File: config.mk
export PLATFORM = sky130hd
export DESIGN_NAME = alu_core
export DESIGN_NICKNAME = d
export VERILOG_FILES = /design/src/hdl/alu_pkg.sv /design/src/hdl/alu_core.sv /design/src/hdl/alu_decimal_fix.sv /design/src/hdl/alu_prod_quot.sv
export SDC_FILE = /design/constraint.sdc
export NUM_CORES = 1
export LEC_CHECK = 0
export ABC_AREA = 1
export BUFFER_PORTS_ARGS = -buffer_cell sky130_fd_sc_hd__buf_2
export CAP_MARGIN = 20
export CORE_ASPECT_RATIO = 0.8
export CORE_MARGIN = 10
export CORE_UTILIZATION = 25
export DETAILED_ROUTE_END_ITERATION = 12
export PLACE_DENSITY = 0.4
export SLEW_MARGIN = 20
export SYNTH_ARGS = -nofsm -noshare
export SYNTH_HDL_FRONTEND = slang
export SYNTH_SLANG_ARGS = --single-unit
File: constraint.sdc
create_clock -name clk -period 12.9 [get_ports clk]
set_input_delay 1.935 -clock clk [delete_from_list [all_inputs] [get_ports clk]]
set_output_delay 1.935 -clock clk [all_outputs]
set_load 0.005 [all_outputs]
File: src/hdl/alu_pkg.sv
// alu_pkg.sv : constants and types of the core arithmetic logic unit
package alu_pkg;

	// core clocks spent in one instruction cycle
	localparam logic [2:0] CLK_PER_CYCLE = 3'h1;
	// instruction lengths in core clocks
	localparam logic [2:0] CYC_SHORT   = 3'h1 * CLK_PER_CYCLE;
	localparam logic [2:0] CYC_FETCH   = 3'h2 * CLK_PER_CYCLE;
	localparam logic [2:0] CYC_RMW     = 3'h3 * CLK_PER_CYCLE;
	localparam logic [2:0] CYC_LONG    = 3'h4 * CLK_PER_CYCLE;
	localparam logic [2:0] CYC_PRODUCT = 3'h5 * CLK_PER_CYCLE;

	// flag positions in the program flags word
	localparam int FLAG_CY = 7;
	localparam int FLAG_AC = 6;
	localparam int FLAG_OV = 2;
	localparam int FLAG_P  = 0;

	// values after reset
	localparam logic [7:0] PRI_RST   = 8'h00;
	localparam logic [7:0] SEC_RST   = 8'h00;
	localparam logic [7:1] FLAGS_RST = 7'h00;

	// single opcodes; the first ten work on the primary operand only
	localparam logic [7:0] OP_STEP_UP_PRI = 8'h04;
	localparam logic [7:0] OP_STEP_DN_PRI = 8'h14;
	localparam logic [7:0] OP_ROT_L       = 8'h23;
	localparam logic [7:0] OP_ROT_LC      = 8'h33;
	localparam logic [7:0] OP_ROT_R       = 8'h03;
	localparam logic [7:0] OP_ROT_RC      = 8'h13;
	localparam logic [7:0] OP_SWAP        = 8'hC4;
	localparam logic [7:0] OP_ZERO        = 8'hE4;
	localparam logic [7:0] OP_INVERT      = 8'hF4;
	localparam logic [7:0] OP_DEC_ADJ     = 8'hD4;
	localparam logic [7:0] OP_PRODUCT     = 8'hA4;
	localparam logic [7:0] OP_QUOTIENT    = 8'h84;
	localparam logic [7:0] OP_LD_PRI_IMM  = 8'h74;
	localparam logic [7:0] OP_ST_PRI_DIR  = 8'hF5;
	localparam logic [7:0] OP_DIR_DIR     = 8'h85;

	// upper opcode nibbles of the operand groups
	localparam logic [3:0] GRP_STEP_UP = 4'h0;
	localparam logic [3:0] GRP_STEP_DN = 4'h1;
	localparam logic [3:0] GRP_ADD     = 4'h2;
	localparam logic [3:0] GRP_ADD_WITH_CARRY_OP    = 4'h3;
	localparam logic [3:0] GRP_OR      = 4'h4;
	localparam logic [3:0] GRP_AND     = 4'h5;
	localparam logic [3:0] GRP_XOR     = 4'h6;
	localparam logic [3:0] GRP_BANK_IM = 4'h7;
	localparam logic [3:0] GRP_DIR_BNK = 4'h8;
	localparam logic [3:0] GRP_SUBTRACT_BORROW_OP    = 4'h9;
	localparam logic [3:0] GRP_BANK_DR = 4'hA;
	localparam logic [3:0] GRP_LD_PRI  = 4'hE;
	localparam logic [3:0] GRP_BANK_PR = 4'hF;

	// sequencer states
	typedef enum logic [1:0] {
		ST_IDLE = 2'b01,
		ST_EXEC = 2'b10
	} alu_state_t;

endpackage : alu_pkg

File: src/hdl/alu_core.sv
// alu_core.sv : 8-bit arithmetic logic unit with per-opcode cycle timing
`timescale 1ns/1ns
module alu_core
	import alu_pkg::*;
(
	input  wire logic       clk,                // core clock, 25 MHz
	input  wire logic       rst_n,              // async reset, active low
	input  wire logic       instr_valid,        // opcode and operands offered
	output logic            instr_ready,        // idle, opcode can be taken
	input  wire logic [7:0] opcode,             // instruction byte
	input  wire logic [7:0] bank_operand,       // selected bank register
	input  wire logic [7:0] bus_operand,        // direct or indirect data
	input  wire logic [7:0] imm_operand,        // immediate data byte
	input  wire logic [7:0] sfr_wdata,          // core write data
	input  wire logic       pri_wr,             // write primary operand
	input  wire logic       sec_wr,             // write second operand
	input  wire logic       flags_wr,           // write flags word
	output logic      [7:0] primary_operand,    // primary operand register
	output logic      [7:0] second_operand,     // second operand register
	output logic      [7:0] program_flags_word, // flags word with parity
	output logic      [7:0] result_data,        // result driven to the bus
	output logic            result_valid,       // result_data is new
	output logic            result_to_bank,     // target is a bank register
	output logic            instr_done          // instruction completed
);

	alu_state_t state_reg;
	alu_state_t state_next;
	logic [2:0] cnt_reg;
	logic [2:0] cnt_next;
	logic [7:0] primary_operand_reg;
	logic [7:0] second_operand_reg;
	logic [7:1] flags_reg;
	logic [7:1] flags_next;
	logic [7:0] op_reg;
	logic [7:0] bank_reg;
	logic [7:0] bus_reg;
	logic [7:0] imm_reg;
	logic [7:0] out_reg;
	logic       out_valid_reg;
	logic       out_bank_reg;
	logic       done_reg;

	// instruction length in core clocks per opcode
	function automatic logic [2:0] cycles_of(input logic [7:0] op);
		logic [2:0] c;
		c = CYC_SHORT;
		casez (op)
			OP_PRODUCT, OP_QUOTIENT: c = CYC_PRODUCT;
			OP_STEP_UP_PRI, OP_STEP_DN_PRI, OP_ROT_L, OP_ROT_LC,
			OP_ROT_R, OP_ROT_RC, OP_SWAP, OP_ZERO, OP_INVERT,
			OP_DEC_ADJ: c = CYC_SHORT;
			8'b000?1???: c = CYC_FETCH;
			8'b000?0101,
			8'b000?011?: c = CYC_RMW;
			8'b00101???, 8'b00111???, 8'b10011???,
			8'b01001???, 8'b01011???, 8'b01101???,
			8'b11101???: c = CYC_SHORT;
			8'b001001??, 8'b001101??, 8'b100101??,
			8'b010001??, 8'b010101??, 8'b011001??,
			8'b111001??: c = CYC_FETCH;
			8'b01??0010: c = CYC_RMW;
			8'b01??0011: c = CYC_LONG;
			OP_LD_PRI_IMM: c = CYC_FETCH;
			8'b11111???, 8'b01111???: c = CYC_FETCH;
			8'b10101???: c = CYC_LONG;
			OP_ST_PRI_DIR, 8'b10001???: c = CYC_RMW;
			OP_DIR_DIR, 8'b1000011?: c = CYC_LONG;
			default: c = CYC_SHORT;
		endcase
		return c;
	endfunction : cycles_of

	// sequencer: one clock per instruction cycle
	wire       exec      = state_reg == ST_EXEC;
	wire       accept    = instr_valid && state_reg == ST_IDLE;
	wire [2:0] new_cyc   = cycles_of(opcode);
	wire       commit    = (accept && new_cyc == CYC_SHORT) ||
		(exec && cnt_reg == 3'h0);
	assign state_next = (accept && new_cyc != CYC_SHORT) ? ST_EXEC :
		(exec && cnt_reg == 3'h0) ? ST_IDLE : state_reg;
	assign cnt_next = accept ? new_cyc - 3'h2 :
		(exec && cnt_reg != 3'h0) ? cnt_reg - 3'h1 : cnt_reg;

	// operands live at the taking edge, held while the count runs
	wire [7:0] cur_op   = exec ? op_reg : opcode;
	wire [7:0] cur_bank = exec ? bank_reg : bank_operand;
	wire [7:0] cur_bus  = exec ? bus_reg : bus_operand;
	wire [7:0] cur_imm  = exec ? imm_reg : imm_operand;
	wire [3:0] hi       = cur_op[7:4];
	wire [3:0] lo       = cur_op[3:0];
	wire [7:0] pri      = primary_operand_reg;
	wire [7:0] sec      = second_operand_reg;
	wire       cy       = flags_reg[FLAG_CY];

	// operand group decode
	wire src_bank  = lo[3];
	wire src_imm   = lo == 4'h4;
	wire alu_src   = lo[3] || lo[3:2] == 2'b01;
	wire grp_add   = alu_src && (hi == GRP_ADD || hi == GRP_ADD_WITH_CARRY_OP);
	wire grp_subtract_borrow_op  = alu_src && hi == GRP_SUBTRACT_BORROW_OP;
	wire grp_logic = hi == GRP_AND || hi == GRP_OR || hi == GRP_XOR;
	wire logic_pri = grp_logic && alu_src;
	wire logic_mem = grp_logic && lo[3:1] == 3'b001;
	wire ld_pri    = (hi == GRP_LD_PRI && alu_src && !src_imm) ||
		cur_op == OP_LD_PRI_IMM;
	wire step_pri  = cur_op == OP_STEP_UP_PRI ||
		cur_op == OP_STEP_DN_PRI;
	wire step_oth  = alu_src && !src_imm &&
		(hi == GRP_STEP_UP || hi == GRP_STEP_DN);
	wire to_bank   = src_bank && (hi == GRP_BANK_PR ||
		hi == GRP_BANK_DR || hi == GRP_BANK_IM);
	wire to_dir    = cur_op == OP_ST_PRI_DIR || cur_op == OP_DIR_DIR ||
		cur_op[7:1] == 7'b1000011 || (hi == GRP_DIR_BNK && src_bank);

	// second operand: bank register, immediate byte or bus data
	wire [7:0] y = src_bank ? cur_bank : src_imm ? cur_imm : cur_bus;

	// unsigned add and subtract, carry feeds in as the low bit
	wire       cin     = hi == GRP_ADD_WITH_CARRY_OP ? cy : 1'b0;
	wire [8:0] sum     = {1'b0, pri} + {1'b0, y} + {8'h00, cin};
	wire [4:0] sum_lo  = {1'b0, pri[3:0]} + {1'b0, y[3:0]} + {4'h0, cin};
	wire       sum_ov  = pri[7] == y[7] && sum[7] != pri[7];
	wire [8:0] diff    = {1'b0, pri} - {1'b0, y} - {8'h00, cy};
	wire [4:0] diff_lo = {1'b0, pri[3:0]} - {1'b0, y[3:0]} - {4'h0, cy};
	wire       diff_ov = pri[7] != y[7] && diff[7] != pri[7];

	// bitwise operations, into the primary or into a direct location
	wire [7:0] lx = logic_mem ? cur_bus : pri;
	wire [7:0] ly = logic_mem ? (lo[0] ? cur_imm : pri) : y;
	wire [7:0] logic_res = hi == GRP_AND ? lx & ly :
		hi == GRP_OR ? lx | ly : lx ^ ly;

	// step up or down of any 8-bit location
	wire [7:0] step_in  = step_pri ? pri : y;
	wire [7:0] step_res = hi == GRP_STEP_UP ?
		step_in + 8'h01 : step_in - 8'h01;

	// value moved out to a bank register or direct location
	wire [7:0] move_val = (hi == GRP_BANK_PR || cur_op == OP_ST_PRI_DIR) ?
		pri : hi == GRP_BANK_IM ? cur_imm :
		hi == GRP_DIR_BNK && src_bank ? cur_bank : cur_bus;

	wire [15:0] product;
	wire [7:0]  quotient;
	wire [7:0]  remainder;
	wire        div_zero;
	wire [7:0]  dec_val;
	wire        dec_cy;

	alu_prod_quot #(
		.W         (8)
	) u_prod_quot (
		.dividend  (pri),
		.divisor   (sec),
		.product   (product),
		.quotient  (quotient),
		.remainder (remainder),
		.div_zero  (div_zero)
	);

	alu_decimal_fix u_decimal_fix (
		.value_in  (pri),
		.carry_in  (cy),
		.aux_in    (flags_reg[FLAG_AC]),
		.value_out (dec_val),
		.carry_out (dec_cy)
	);

	// result and flag selection for the opcode being completed
	logic [7:0] res_pri;
	logic [7:0] res_sec;
	logic [7:0] res_out;
	logic       wr_pri;
	logic       wr_sec;
	logic       wr_out;
	logic       cy_n;
	logic       ac_n;
	logic       ov_n;
	always_comb begin
		res_pri = pri;
		res_sec = sec;
		res_out = 8'h00;
		wr_pri  = 1'b0;
		wr_sec  = 1'b0;
		wr_out  = 1'b0;
		cy_n    = cy;
		ac_n    = flags_reg[FLAG_AC];
		ov_n    = flags_reg[FLAG_OV];
		if (grp_add) begin
			res_pri = sum[7:0];
			cy_n    = sum[8];
			ac_n    = sum_lo[4];
			ov_n    = sum_ov;
			wr_pri  = 1'b1;
		end else if (grp_subtract_borrow_op) begin
			res_pri = diff[7:0];
			cy_n    = diff[8];
			ac_n    = diff_lo[4];
			ov_n    = diff_ov;
			wr_pri  = 1'b1;
		end else if (logic_pri) begin
			res_pri = logic_res;
			wr_pri  = 1'b1;
		end else if (logic_mem) begin
			res_out = logic_res;
			wr_out  = 1'b1;
		end else if (ld_pri) begin
			res_pri = y;
			wr_pri  = 1'b1;
		end else if (step_pri) begin
			res_pri = step_res;
			wr_pri  = 1'b1;
		end else if (step_oth) begin
			res_out = step_res;
			wr_out  = 1'b1;
		end else if (to_bank || to_dir) begin
			res_out = move_val;
			wr_out  = 1'b1;
		end else begin
			wr_pri = 1'b1;
			case (cur_op)
				OP_ROT_L:   res_pri = {pri[6:0], pri[7]};
				OP_ROT_R:   res_pri = {pri[0], pri[7:1]};
				OP_ROT_LC: begin
					res_pri = {pri[6:0], cy};
					cy_n    = pri[7];
				end
				OP_ROT_RC: begin
					res_pri = {cy, pri[7:1]};
					cy_n    = pri[0];
				end
				OP_SWAP:    res_pri = {pri[3:0], pri[7:4]};
				OP_ZERO:    res_pri = 8'h00;
				OP_INVERT:  res_pri = ~pri;
				OP_DEC_ADJ: begin
					res_pri = dec_val;
					cy_n    = dec_cy;
				end
				OP_PRODUCT: begin
					res_pri = product[7:0];
					res_sec = product[15:8];
					wr_sec  = 1'b1;
					cy_n    = 1'b0;
					ov_n    = product[15:8] != 8'h00;
				end
				OP_QUOTIENT: begin
					res_pri = div_zero ? pri : quotient;
					res_sec = div_zero ? sec : remainder;
					wr_sec  = 1'b1;
					cy_n    = 1'b0;
					ov_n    = div_zero;
				end
				default:    wr_pri = 1'b0;
			endcase
		end
	end

	// unit results win over a core write in the same clock
	assign flags_next = commit ? {cy_n, ac_n, flags_reg[5:3], ov_n,
		flags_reg[1]} : flags_wr ? sfr_wdata[7:1] : flags_reg;

	// sequencer and operand capture
	always_ff @(posedge clk or negedge rst_n) begin
		if (!rst_n) begin
			state_reg <= ST_IDLE;
			cnt_reg   <= 3'h0;
		end else begin
			state_reg <= state_next;
			cnt_reg   <= cnt_next;
		end
	end

	always_ff @(posedge clk or negedge rst_n) begin
		if (!rst_n) begin
			op_reg   <= 8'h00;
			bank_reg <= 8'h00;
			bus_reg  <= 8'h00;
			imm_reg  <= 8'h00;
		end else if (accept) begin
			op_reg   <= opcode;
			bank_reg <= bank_operand;
			bus_reg  <= bus_operand;
			imm_reg  <= imm_operand;
		end
	end

	// primary, second and flags registers
	always_ff @(posedge clk or negedge rst_n) begin
		if (!rst_n) begin
			primary_operand_reg <= PRI_RST;
			second_operand_reg  <= SEC_RST;
			flags_reg           <= FLAGS_RST;
		end else begin
			if (commit && wr_pri) primary_operand_reg <= res_pri;
			else if (pri_wr) primary_operand_reg <= sfr_wdata;
			if (commit && wr_sec) second_operand_reg <= res_sec;
			else if (sec_wr) second_operand_reg <= sfr_wdata;
			flags_reg <= flags_next;
		end
	end

	// bus result and completion pulse
	always_ff @(posedge clk or negedge rst_n) begin
		if (!rst_n) begin
			out_reg       <= 8'h00;
			out_valid_reg <= 1'b0;
			out_bank_reg  <= 1'b0;
			done_reg      <= 1'b0;
		end else begin
			if (commit && wr_out) out_reg <= res_out;
			// bank moves and bank steps only; bank into direct is not
			if (commit && wr_out) out_bank_reg <= to_bank ||
				(step_oth && src_bank);
			out_valid_reg <= commit && wr_out;
			done_reg      <= commit;
		end
	end

	// outputs; parity is always that of the primary operand
	assign instr_ready        = state_reg == ST_IDLE;
	assign primary_operand    = primary_operand_reg;
	assign second_operand     = second_operand_reg;
	assign program_flags_word = {flags_reg, ^primary_operand_reg};
	assign result_data        = out_reg;
	assign result_valid       = out_valid_reg;
	assign result_to_bank     = out_bank_reg;
	assign instr_done         = done_reg;
endmodule : alu_core

File: src/hdl/alu_decimal_fix.sv
// alu_decimal_fix.sv : decimal adjust of the primary operand after addition
`timescale 1ns/1ns
module alu_decimal_fix
	import alu_pkg::*;
(
	input  wire logic [7:0] value_in,  // primary operand
	input  wire logic       carry_in,  // carry flag
	input  wire logic       aux_in,    // auxiliary carry flag
	output logic      [7:0] value_out, // adjusted value
	output logic            carry_out  // carry after adjust
);

	logic [8:0] low_fix;
	logic [8:0] high_fix;

	// low digit first, its carry may push the high digit past nine
	assign low_fix = (aux_in || value_in[3:0] > 4'h9) ?
		{1'b0, value_in} + 9'h006 : {1'b0, value_in};
	assign high_fix = (carry_in || low_fix[8] || low_fix[7:4] > 4'h9) ?
		low_fix + 9'h060 : low_fix;
	assign value_out = high_fix[7:0];
	// carry is only ever set here, never cleared
	assign carry_out = carry_in || low_fix[8] || high_fix[8];

endmodule : alu_decimal_fix

File: src/hdl/alu_prod_quot.sv
// alu_prod_quot.sv : unsigned 8x8 product and 8/8 quotient
`timescale 1ns/1ns
module alu_prod_quot
	import alu_pkg::*;
#(
	parameter int W = 8                 // operand width
) (
	input  wire logic [W-1:0]   dividend,  // primary operand
	input  wire logic [W-1:0]   divisor,   // second operand
	output logic      [2*W-1:0] product,   // full unsigned product
	output logic      [W-1:0]   quotient,  // unsigned quotient
	output logic      [W-1:0]   remainder, // unsigned remainder
	output logic                div_zero   // divisor was zero
);

	// unsigned only; zero divisor yields zeros and a flag
	assign product   = {{W{1'b0}}, dividend} * {{W{1'b0}}, divisor};
	assign div_zero  = divisor == '0;
	assign quotient  = div_zero ? '0 : dividend / divisor;
	assign remainder = div_zero ? '0 : dividend % divisor;

endmodule : alu_prod_quot
==> run metrics, run 1 <==
vias in the first global route 12500; H-tree Lvls 3; Fin Setup TNS 0 ps; Mapped Area 0.0121 mm^2; layout cell share with drive strength beyond 1 9.63%; Reg clk slew, reported paths 70 ps; Port Buf Inserts 81; starting density of the core 25.1%; detailed-routing iteration count for the pre-antenna-repair pass 5; synth warn 0; CP dominant cell by count nand2_1; vias 12600; Worst EP arrival 11710 ps; Main synth FF type dfrtp_1; fin. max-slew vios 0; Max clock buf depth 2; kind of end point of the critical path flop; Post-CTS Setup Bufs 0; Routed WL 47600 um; first-pass GRT wire length 74100 um; R2R setup slack 1470 ps; maxcap violations 0; CTS tree built; fmax 87.5 MHz; routed vias/inst 4.83; Tmin final 11430 ps; ANT cells 0; Mapped Cells 1936; initial antenna violation count 2; placed cells 2599; Reg-to-Reg End primary_operand[0]; Placer Congestion 0.901; Crit path required time 13180 ps; post-CTS sizing 0; Clk Latency, worst-skew pair 390 ps; Reg area 0.00178 mm^2; CP max stage cell dfrtp_1; Sink Count 71; Seq/Total Area, Yosys 14.7%; Iter 0 DRT Violations 872; Die ar. 0.0576 mm^2; Netlist cell types 53; WS Path Type reg -> reg; type of the worst min-delay path reg -> reg; Detailed Place HPWL 37900 um; CP max stage delay 580 ps; final setup vio count 0; unrepaired setup endpoints after global routing no; worst r2r src second_operand[5]; Final Hold Violating Endpoints 0; Rel. slew slack 28.7%; die span in x 266 um; synthesized flop and latch total 71; outcome complete, no violations; grt ovf 0; reg2reg path depth 70; crit start category flop; height of the chip 217 um; leakage 0.00724 uW; Layout area overhead 10.4%; VDD IR max 0.0628 mV; GR Util All Layers 16.6%; part of the cycle the worst path needs 88.6%; Critical Path End primary_operand[0]; antenna viol nets, final 0; number of fill cells 5484; Core ar. 0.0481 mm^2; pin count of the biggest net entering global routing 67; detailed-route DRC error count 0; post-cts hold buffer count 0; # rows 72; synthesized net count 2158; Inserted Clock Buffers 9; PD cells 118 mW/mm^2; area occupied by multi-input gates 0.00885 mm^2; syn_area_per_cell 6.25 um^2; Routed wire per std cell 18.2 um; Post-synth ARST share 100%; nets 2203; Ports 82; Slew @ Worst Pin 1070 ps; skew final 11.6 ps; number of flops mapped to enable cells by yosys 0; crit path from second_operand[5]; Root Buffer clkbuf_16; CP max FO 11; Post-Layout Cell Count 2613
[cell families after synthesis]
kind of cell             Yosys count  synth area share [%]
AND/OR/NAND/NOR                  895                  31.5
AO/OA/AOI/OAI                    380                  17.6
buffers and inverters            370                  12.1
adder cells (fa/ha/maj)          176                  20.8
flip-flops                        71                  14.7
XOR/XNOR                          44                  3.19
[worst max-delay path: cells and delay by family (launching register included)]
kind	cells	cell delay, ps
simple gates	40	4910
buf+inv	9	1290
flops	1	580
compound gates	14	2160
fa+ha+maj	7	2350
[cells in the final DEF (no fill, tap or decap), drive strengths merged, types with 3 or more instances in the layout]
cell type,n
o21bai,9
nand3b,4
o21ai,209
inv,301
o221ai,7
o22ai,6
buf,98
ha,134
xnor2,10
o2111ai,6
xor2,34
or2,15
a21oi,97
nand4,13
nor3,17
nor2,145
o211ai,22
clkbuf,12
a31oi,9
fa,42
nand2,580
nand3,114
and2,4
o31ai,4
dfrtp,70
clkinv,7
o21a,3
[area by class of cell]
class,count,share of cell area [%]
inverters,306,8.62
clock buffers,12,1.77
flip-flops and latches,71,13.3
clock inverters,2,0.0750
multi-input cells,1495,66.3
well taps,629,5.89
repair buffers,98,4.01
[worst min-delay path by stage]
stage | from | endpoint | depth (start not counted)
2_1_floorplan | bank_reg[0] | bank_reg[0] | 2
3_3_place_gp | bank_reg[3] | bank_reg[3] | 2
3_5_place_dp | bus_reg[2] | bus_reg[2] | 2
4_1_cts | bus_reg[2] | bus_reg[2] | 2
5_1_grt | imm_reg[4] | imm_reg[4] | 2
6_report | bank_reg[5] | bank_reg[5] | 2
[Yosys cell counts (all sizes together), types with 5 or more instances]
cell type | n | area [um^2]
o21bai | 9 | 67.6
buf | 25 | 170
a21oi | 97 | 485
nor2 | 145 | 597
nand2 | 580 | 2280
xor2 | 34 | 298
o22ai | 6 | 37.5
xnor2 | 10 | 87.6
a31oi | 9 | 71.3
nand4 | 13 | 87.6
clkinv | 5 | 21.3
dfrtp | 70 | 1750
inv | 301 | 1130
nand3 | 114 | 598
or2 | 15 | 93.8
fa | 42 | 841
o221ai | 7 | 61.3
ha | 134 | 1680
o2111ai | 6 | 52.6
clkbuf | 39 | 148
o211ai | 22 | 165
o21ai | 209 | 1080
nor3 | 17 | 85.1
[layer usage]
metal	vias to the layer above	global-route usage (%)	share of wire, %
li1	6297	-	-
met3	47	2.58	5.2
met5	-	0	0
met1	5986	23.8	51
met2	300	25.2	42
met4	0	4.83	2.0
[metrics by stage]
stage	area (um^2)	hold WS (ps)	total power [uW]	util, %	worst slack [ps]
2_1_floorplan	12100	448	1030	-	3350
3_3_place_gp	13100	463	1350	27.2	1730
3_5_place_dp	13100	470	1340	27.2	1330
4_1_cts	13400	485	1600	27.8	1280
5_1_grt	13400	500	1750	27.8	29.9
6_report	13400	480	1580	27.8	1470
[report_power, final]
| part | leakage, uW | switching, uW | internal, uW |
|---|---|---|---|
| clock network | 0.000122 | 113 | 127 |
| logic | 0.00624 | 706 | 388 |
| registers | 0.000884 | 15.2 | 229 |
Power figures use the tool's default switching activity.
==> run 2: changes to the inputs <==
--- a/config.mk
+++ b/config.mk
@@ -5,7 +5,6 @@
 export SDC_FILE = /design/constraint.sdc
 export NUM_CORES = 1
 export LEC_CHECK = 0
-export ABC_AREA = 1
 export BUFFER_PORTS_ARGS = -buffer_cell sky130_fd_sc_hd__buf_2
 export CAP_MARGIN = 20
 export CORE_ASPECT_RATIO = 0.8
==> run 2 against run 1 <==
Compared with the run above:
- area after synthesis shrank 3.9%
- utilization rose by 1.1 points
- design area down 0.87%
- combinational power rose to 3.2 times the previous value
- final cell count down 18%
- fmax fell by 3.8%
- worst hold slack better by 24 ps
- sequential cell count is the same
- largest cell class unchanged
- highest routed layer unchanged
==> run metrics, run 2 <==
synthesized net count 1668; number of fill cells 5008; Main synth FF type dfrtp_1; Max clock buf depth 2; Ports 82; die span in x 261 um; final setup vio count 0; GR Util All Layers 17.5%; internal power 1890 uW; type of the worst min-delay path reg -> reg; Switching Share 55.4%; Area contributors post-synth dfrtp_1 15%, ha_1 14%, fa_1 7.2%; PD cells 321 mW/mm^2; CP max stage cell or4b_2; Seq/Total Area, Yosys 15.3%; Worst EP arrival 12180 ps; CTS tree built; layout cell share with drive strength beyond 1 16.2%; Mapped Area 0.0116 mm^2; Clock Power Share 7.1%; H-tree Lvls 3; Sink Count 71; initial antenna violation count 0; CP max FO 13; Routed wire per std cell 22.7 um; crit start category flop; antenna viol nets, final 0; Final Hold Violating Endpoints 0; most frequent cells in the layout 149 x nand2_1, 135 x nor2_1, 134 x ha_1; pin count of the biggest net entering global routing 72; vias 11400; part of the cycle the worst path needs 92.1%; maxcap violations 0; Fin Setup TNS 0 ps; fmax 84.2 MHz; Inserted Clock Buffers 9; Slew @ Worst Pin 1050 ps; combinational share of power 83.4%; Mapped Cells 1446; grt ovf 0; Reg clk slew, reported paths 60 ps; vias in the first global route 11500; cell taking the most area after synthesis dfrtp_1; detailed-route DRC error count 0; Placer Congestion 0.902; nets 1741; outcome complete, no violations; routed vias/inst 5.33; Core ar. 0.0458 mm^2; synthesized flop and latch total 71; WS Path Type reg -> reg; Crit path required time 13190 ps; Tmin final 11880 ps; placed cells 2118; leakage 0.00590 uW; CP max stage delay 610 ps; VDD IR max 0.134 mV; Routed WL 48500 um; # rows 70; Rel. slew slack 29.6%; Die ar. 0.0556 mm^2; Post-synth ARST share 100%; Netlist cell types 96; fin. max-slew vios 0; height of the chip 213 um; count leader, synth nand2_1; Port Buf Inserts 81; synth warn 0; synth cell count leaders 149 x nand2_1, 136 x nor2_1, 134 x ha_1, 124 x inv_1; Layout area overhead 13.9%; skew final 17.8 ps; P_sw 2350 uW; Clk Latency, worst-skew pair 380 ps; syn_area_per_cell 8.04 um^2; most common cell after layout, fill and taps aside nand2_1; number of flops mapped to enable cells by yosys 0; top cell type's share of synthesized area 15.1%; detailed-routing iteration count for the pre-antenna-repair pass 7; unrepaired setup endpoints after global routing no; Iter 0 DRT Violations 1079; starting density of the core 25.4%; Detailed Place HPWL 37300 um; kind of end point of the critical path flop; first-pass GRT wire length 73500 um; Post-Layout Cell Count 2136; Root Buffer clkbuf_16; sequential power share 9.5%; ANT cells 0
-- run 2: cell types whose count changed in the layout (fill, tap and decap cells not counted), moves of 30 or more --
cell / change
inv_1: -167
mux2_2: +55
nand3_1: -88
o21ai_0: -95
nand2_1: -403
mux2i_1: +30
-- run 2: worst paths after layout --
path / slack (ps) / depth (start not counted) / start / endpoint
min: 500 / 1 / imm_reg[6] / imm_reg[6]
min reg2reg: 500 / 1 / imm_reg[6] / imm_reg[6]
min in group asynchronous: 1590 / 1 / rst_n / imm_reg[7]
max: 1020 / 52 / second_operand[4] / primary_operand[0]
max in group asynchronous: 10780 / 1 / rst_n / second_operand[2]
max reg2reg: 1020 / 52 / second_operand[4] / primary_operand[0]
-- run 2: final cells by class --
class	instances	area (um^2)	area share, %
clock inverters	7	103	0.775
flip-flops and latches	71	1780	13.4
multi-input cells	1185	9150	69.2
repair buffers	123	727	5.49
clock buffers	9	225	1.70
well taps	612	766	5.79
inverters	129	484	3.66
-- run 2: repair_timing --
action                     in CTS  in global routing
setup endpoints to repair       0                  9
hold buffers                    0                  0
gates resized for setup         0                 12
buffers inserted                0                  1
-- run 2: cells by family (layout without fill, tap and decap cells) --
family	count (synthesis)	count (layout)	share of synthesized area (%)
AO/OA/AOI/OAI	416	417	24.4
XOR/XNOR	54	54	4.07
adder cells (fa/ha/maj)	176	176	21.7
buffers and inverters	191	268	6.55
flip-flops	71	71	15.3
multiplexers	98	98	10.0
AND/OR/NAND/NOR	440	440	18.0
-- run 2: power by group through the flow --
stage,clock (uW),combinational (uW),sequential [uW]
finish,301,3540,403
global route,318,3930,418
CTS,309,3510,401
detailed placement,0,3480,405
global placement,0,3460,405
floorplan,0,2510,387
-- run 2: stage by stage --
| step | worst slack [ps] | hold WS (ps) | util [%] | area, um^2 | total power (uW) |
|---|---|---|---|---|---|
| 3_3_place_gp | 632 | 488 | 28.0 | 12800 | 3870 |
| 4_1_cts | 165 | 509 | 28.7 | 13200 | 4220 |
| 5_1_grt | 57.7 | 524 | 28.9 | 13200 | 4670 |
| 2_1_floorplan | 1330 | 479 | - | 11600 | 2890 |
| 6_report | 1020 | 504 | 28.9 | 13200 | 4240 |
| 3_5_place_dp | 234 | 492 | 28.0 | 12800 | 3880 |
-- run 2: metal layers --
metal	GRT usage, %	vias up	part of all wire, %
li1	-	5387	-
met1	24.9	5597	49
met2	26.7	370	43
met3	3.30	40	6.4
met4	3.82	0	1.6
met5	0	-	0
-- run 2: worst max-delay path: cells and delay by family, from the launching register on --
kind / cells / cell delay [ps]
compound gates: 28 / 5570
flops: 1 / 400
xor+xnor: 1 / 130
buf+inv: 2 / 330
mux: 1 / 400
fa+ha+maj: 7 / 2250
simple gates: 13 / 2690
==> run 3: changes to the inputs <==
--- a/config.mk
+++ b/config.mk
@@ -9,9 +9,9 @@
 export CAP_MARGIN = 20
 export CORE_ASPECT_RATIO = 0.8
 export CORE_MARGIN = 10
-export CORE_UTILIZATION = 25
+export CORE_UTILIZATION = 45
 export DETAILED_ROUTE_END_ITERATION = 12
-export PLACE_DENSITY = 0.4
+export PLACE_DENSITY = 0.62
 export SLEW_MARGIN = 20
 export SYNTH_ARGS = -nofsm -noshare
 export SYNTH_HDL_FRONTEND = slang
==> run 3 against run 2 <==
Compared with the run above:
- utilization increased by 22 points
- combinational power decreased by 2%
- clock skew down 11 ps
- global-route usage increased by 8.1 points
- via count up 2.7%
- critical path depth increased by 1
- fmax down 1.3%
- critical path type unchanged
- critical endpoint is now second_operand[6]
- largest power group unchanged
- highest routed layer unchanged
==> run metrics, run 3 (synthesis results as in run 2) <==
maxcap violations 0; GR Util All Layers 25.5%; die span in x 200 um; pin count of the biggest net entering global routing 72; Max clock buf depth 2; height of the chip 164 um; total power 4180 uW; Layout area overhead 10.3%; CP max FO 8; Post-Layout Cell Count 1844; Final Hold Violating Endpoints 0; Reg area 0.00178 mm^2; Rel. slew slack 24.5%; Core ar. 0.0254 mm^2; outcome complete, no violations; starting density of the core 45.8%; Switching Share 54.7%; Port Buf Inserts 81; initial antenna violation count 0; most frequent cells in the layout 149 x nand2_1, 135 x nor2_1, 134 x ha_1; Placer Congestion 0.977; crit start category flop; Post-DP Area 0.0124 mm^2; combinational share of power 83.4%; # rows 52; Detailed Place HPWL 32100 um; skew final 6.35 ps; first-pass GRT wire length 65300 um; vias in the first global route 11300; Tmin final 12040 ps; post-cts hold buffer count 0; VDD IR max 0.204 mV; Routed wire per std cell 22.6 um; part of the cycle the worst path needs 93.3%; sequential power share 9.7%; CP dominant cell by count o21a_1; CP max stage cell dfrtp_1; Final Util 50.5%; final setup vio count 0; unrepaired setup endpoints after global routing no; layout cell share with drive strength beyond 1 15.8%; Iter 0 DRT Violations 1427; Fin Setup TNS 0 ps; Worst EP arrival 12310 ps; Crit path required time 13170 ps; leakage 0.00588 uW; Sink Count 71; most common cell after layout, fill and taps aside nand2_1; routed vias/inst 6.34; number of fill cells 2458; internal power 1890 uW; grt ovf 0; WS Path Type reg -> reg; CP max stage delay 500 ps; Root Buffer clkbuf_16; Inserted Clock Buffers 9; kind of end point of the critical path flop; H-tree Lvls 3; type of the worst min-delay path reg -> reg; Routed WL 41600 um; area occupied by multi-input gates 0.00912 mm^2; fmax 83.1 MHz; nets 1737; Slew @ Worst Pin 1120 ps; Ports 82; Die ar. 0.0327 mm^2; CTS tree built; antenna viol nets, final 0; Final Cell Area 0.0128 mm^2; Clock Power Share 7.0%; vias 11700; placed cells 1824; P_sw 2280 uW; fin. max-slew vios 0; ANT cells 0; detailed-routing iteration count for the pre-antenna-repair pass 5; Clk Latency, worst-skew pair 350 ps; Reg clk slew, reported paths 70 ps; detailed-route DRC error count 0; PD cells 326 mW/mm^2
==> run 3: cell count changes in the layout (fill, tap and decap cells not counted), sizes merged <==
cell | previous run | this run
buf | 123 | 120
o21ai | 88 | 87
==> run 3: path summary, 6_finish.rpt <==
check                                   from                  to  slack [ps]  depth (start not counted)
max                        second_operand[4]   second_operand[6]         860                         53
min                               imm_reg[4]          imm_reg[4]         500                          1
max reg2reg                second_operand[4]   second_operand[6]         860                         53
min reg2reg                       imm_reg[4]          imm_reg[4]         500                          1
max in group asynchronous              rst_n  primary_operand[3]       10530                          1
min in group asynchronous              rst_n      result_to_bank        1740                          1
==> run 3: through the flow <==
| stage | hold WS [ps] | setup slack (ps) |
|---|---|---|
| after CTS | 508 | 262 |
| after global routing | 519 | 49.0 |
| after floorplan | 479 | 1330 |
| after global placement | 487 | 723 |
| after detailed placement | 491 | 339 |
| final | 504 | 865 |
==> run 3: layout make-up <==
class | count | share of cell area (%)
tap | 324 | 3.16
timing repair buffer | 120 | 5.46
clock inverter | 7 | 0.820
clock buffer | 9 | 1.76
inverter | 129 | 3.78
sequential | 71 | 13.9
multi-input combinational | 1184 | 71.2
==> run 3: repair_timing <==
item | 4_1_cts | 5_1_grt
gates resized for setup | 0 | 8
endpoints found under the setup margin | 0 | 9
setup buffers | 0 | 4
==> run 3: worst max-delay path, delay by kind of cell (launching register included) <==
family | cells | cell delay (ps)
and+or+nand+nor | 11 | 2280
AOI/OAI and AO/OA | 30 | 5530
buffers and inverters | 2 | 410
muxes | 2 | 770
DFF | 1 | 500
xor gates and xnor gates | 1 | 140
adders and majority gates | 7 | 2310
==> run 3: power groups by stage <==
stage / Sequential, uW / Combinational (uW) / Clock (uW)
floorplan: 387 / 2510 / 0
global placement: 398 / 3330 / 0
detailed placement: 402 / 3370 / 0
CTS: 399 / 3390 / 293
global route: 416 / 3830 / 301
finish: 404 / 3480 / 291
==> run 3: per-layer routing <==
| metal | track usage (%) | part of all wire [%] | routed length, um | vias to the layer above |
|---|---|---|---|---|
| li1 | - | - | - | 5369 |
| met5 | 0 | 0 | 0 | - |
| met3 | 6.05 | 11 | 4530 | 65 |
| met1 | 37.4 | 46 | 19200 | 5647 |
| met4 | 4.98 | 1.6 | 684 | 0 |
| met2 | 37.2 | 41 | 17200 | 619 |
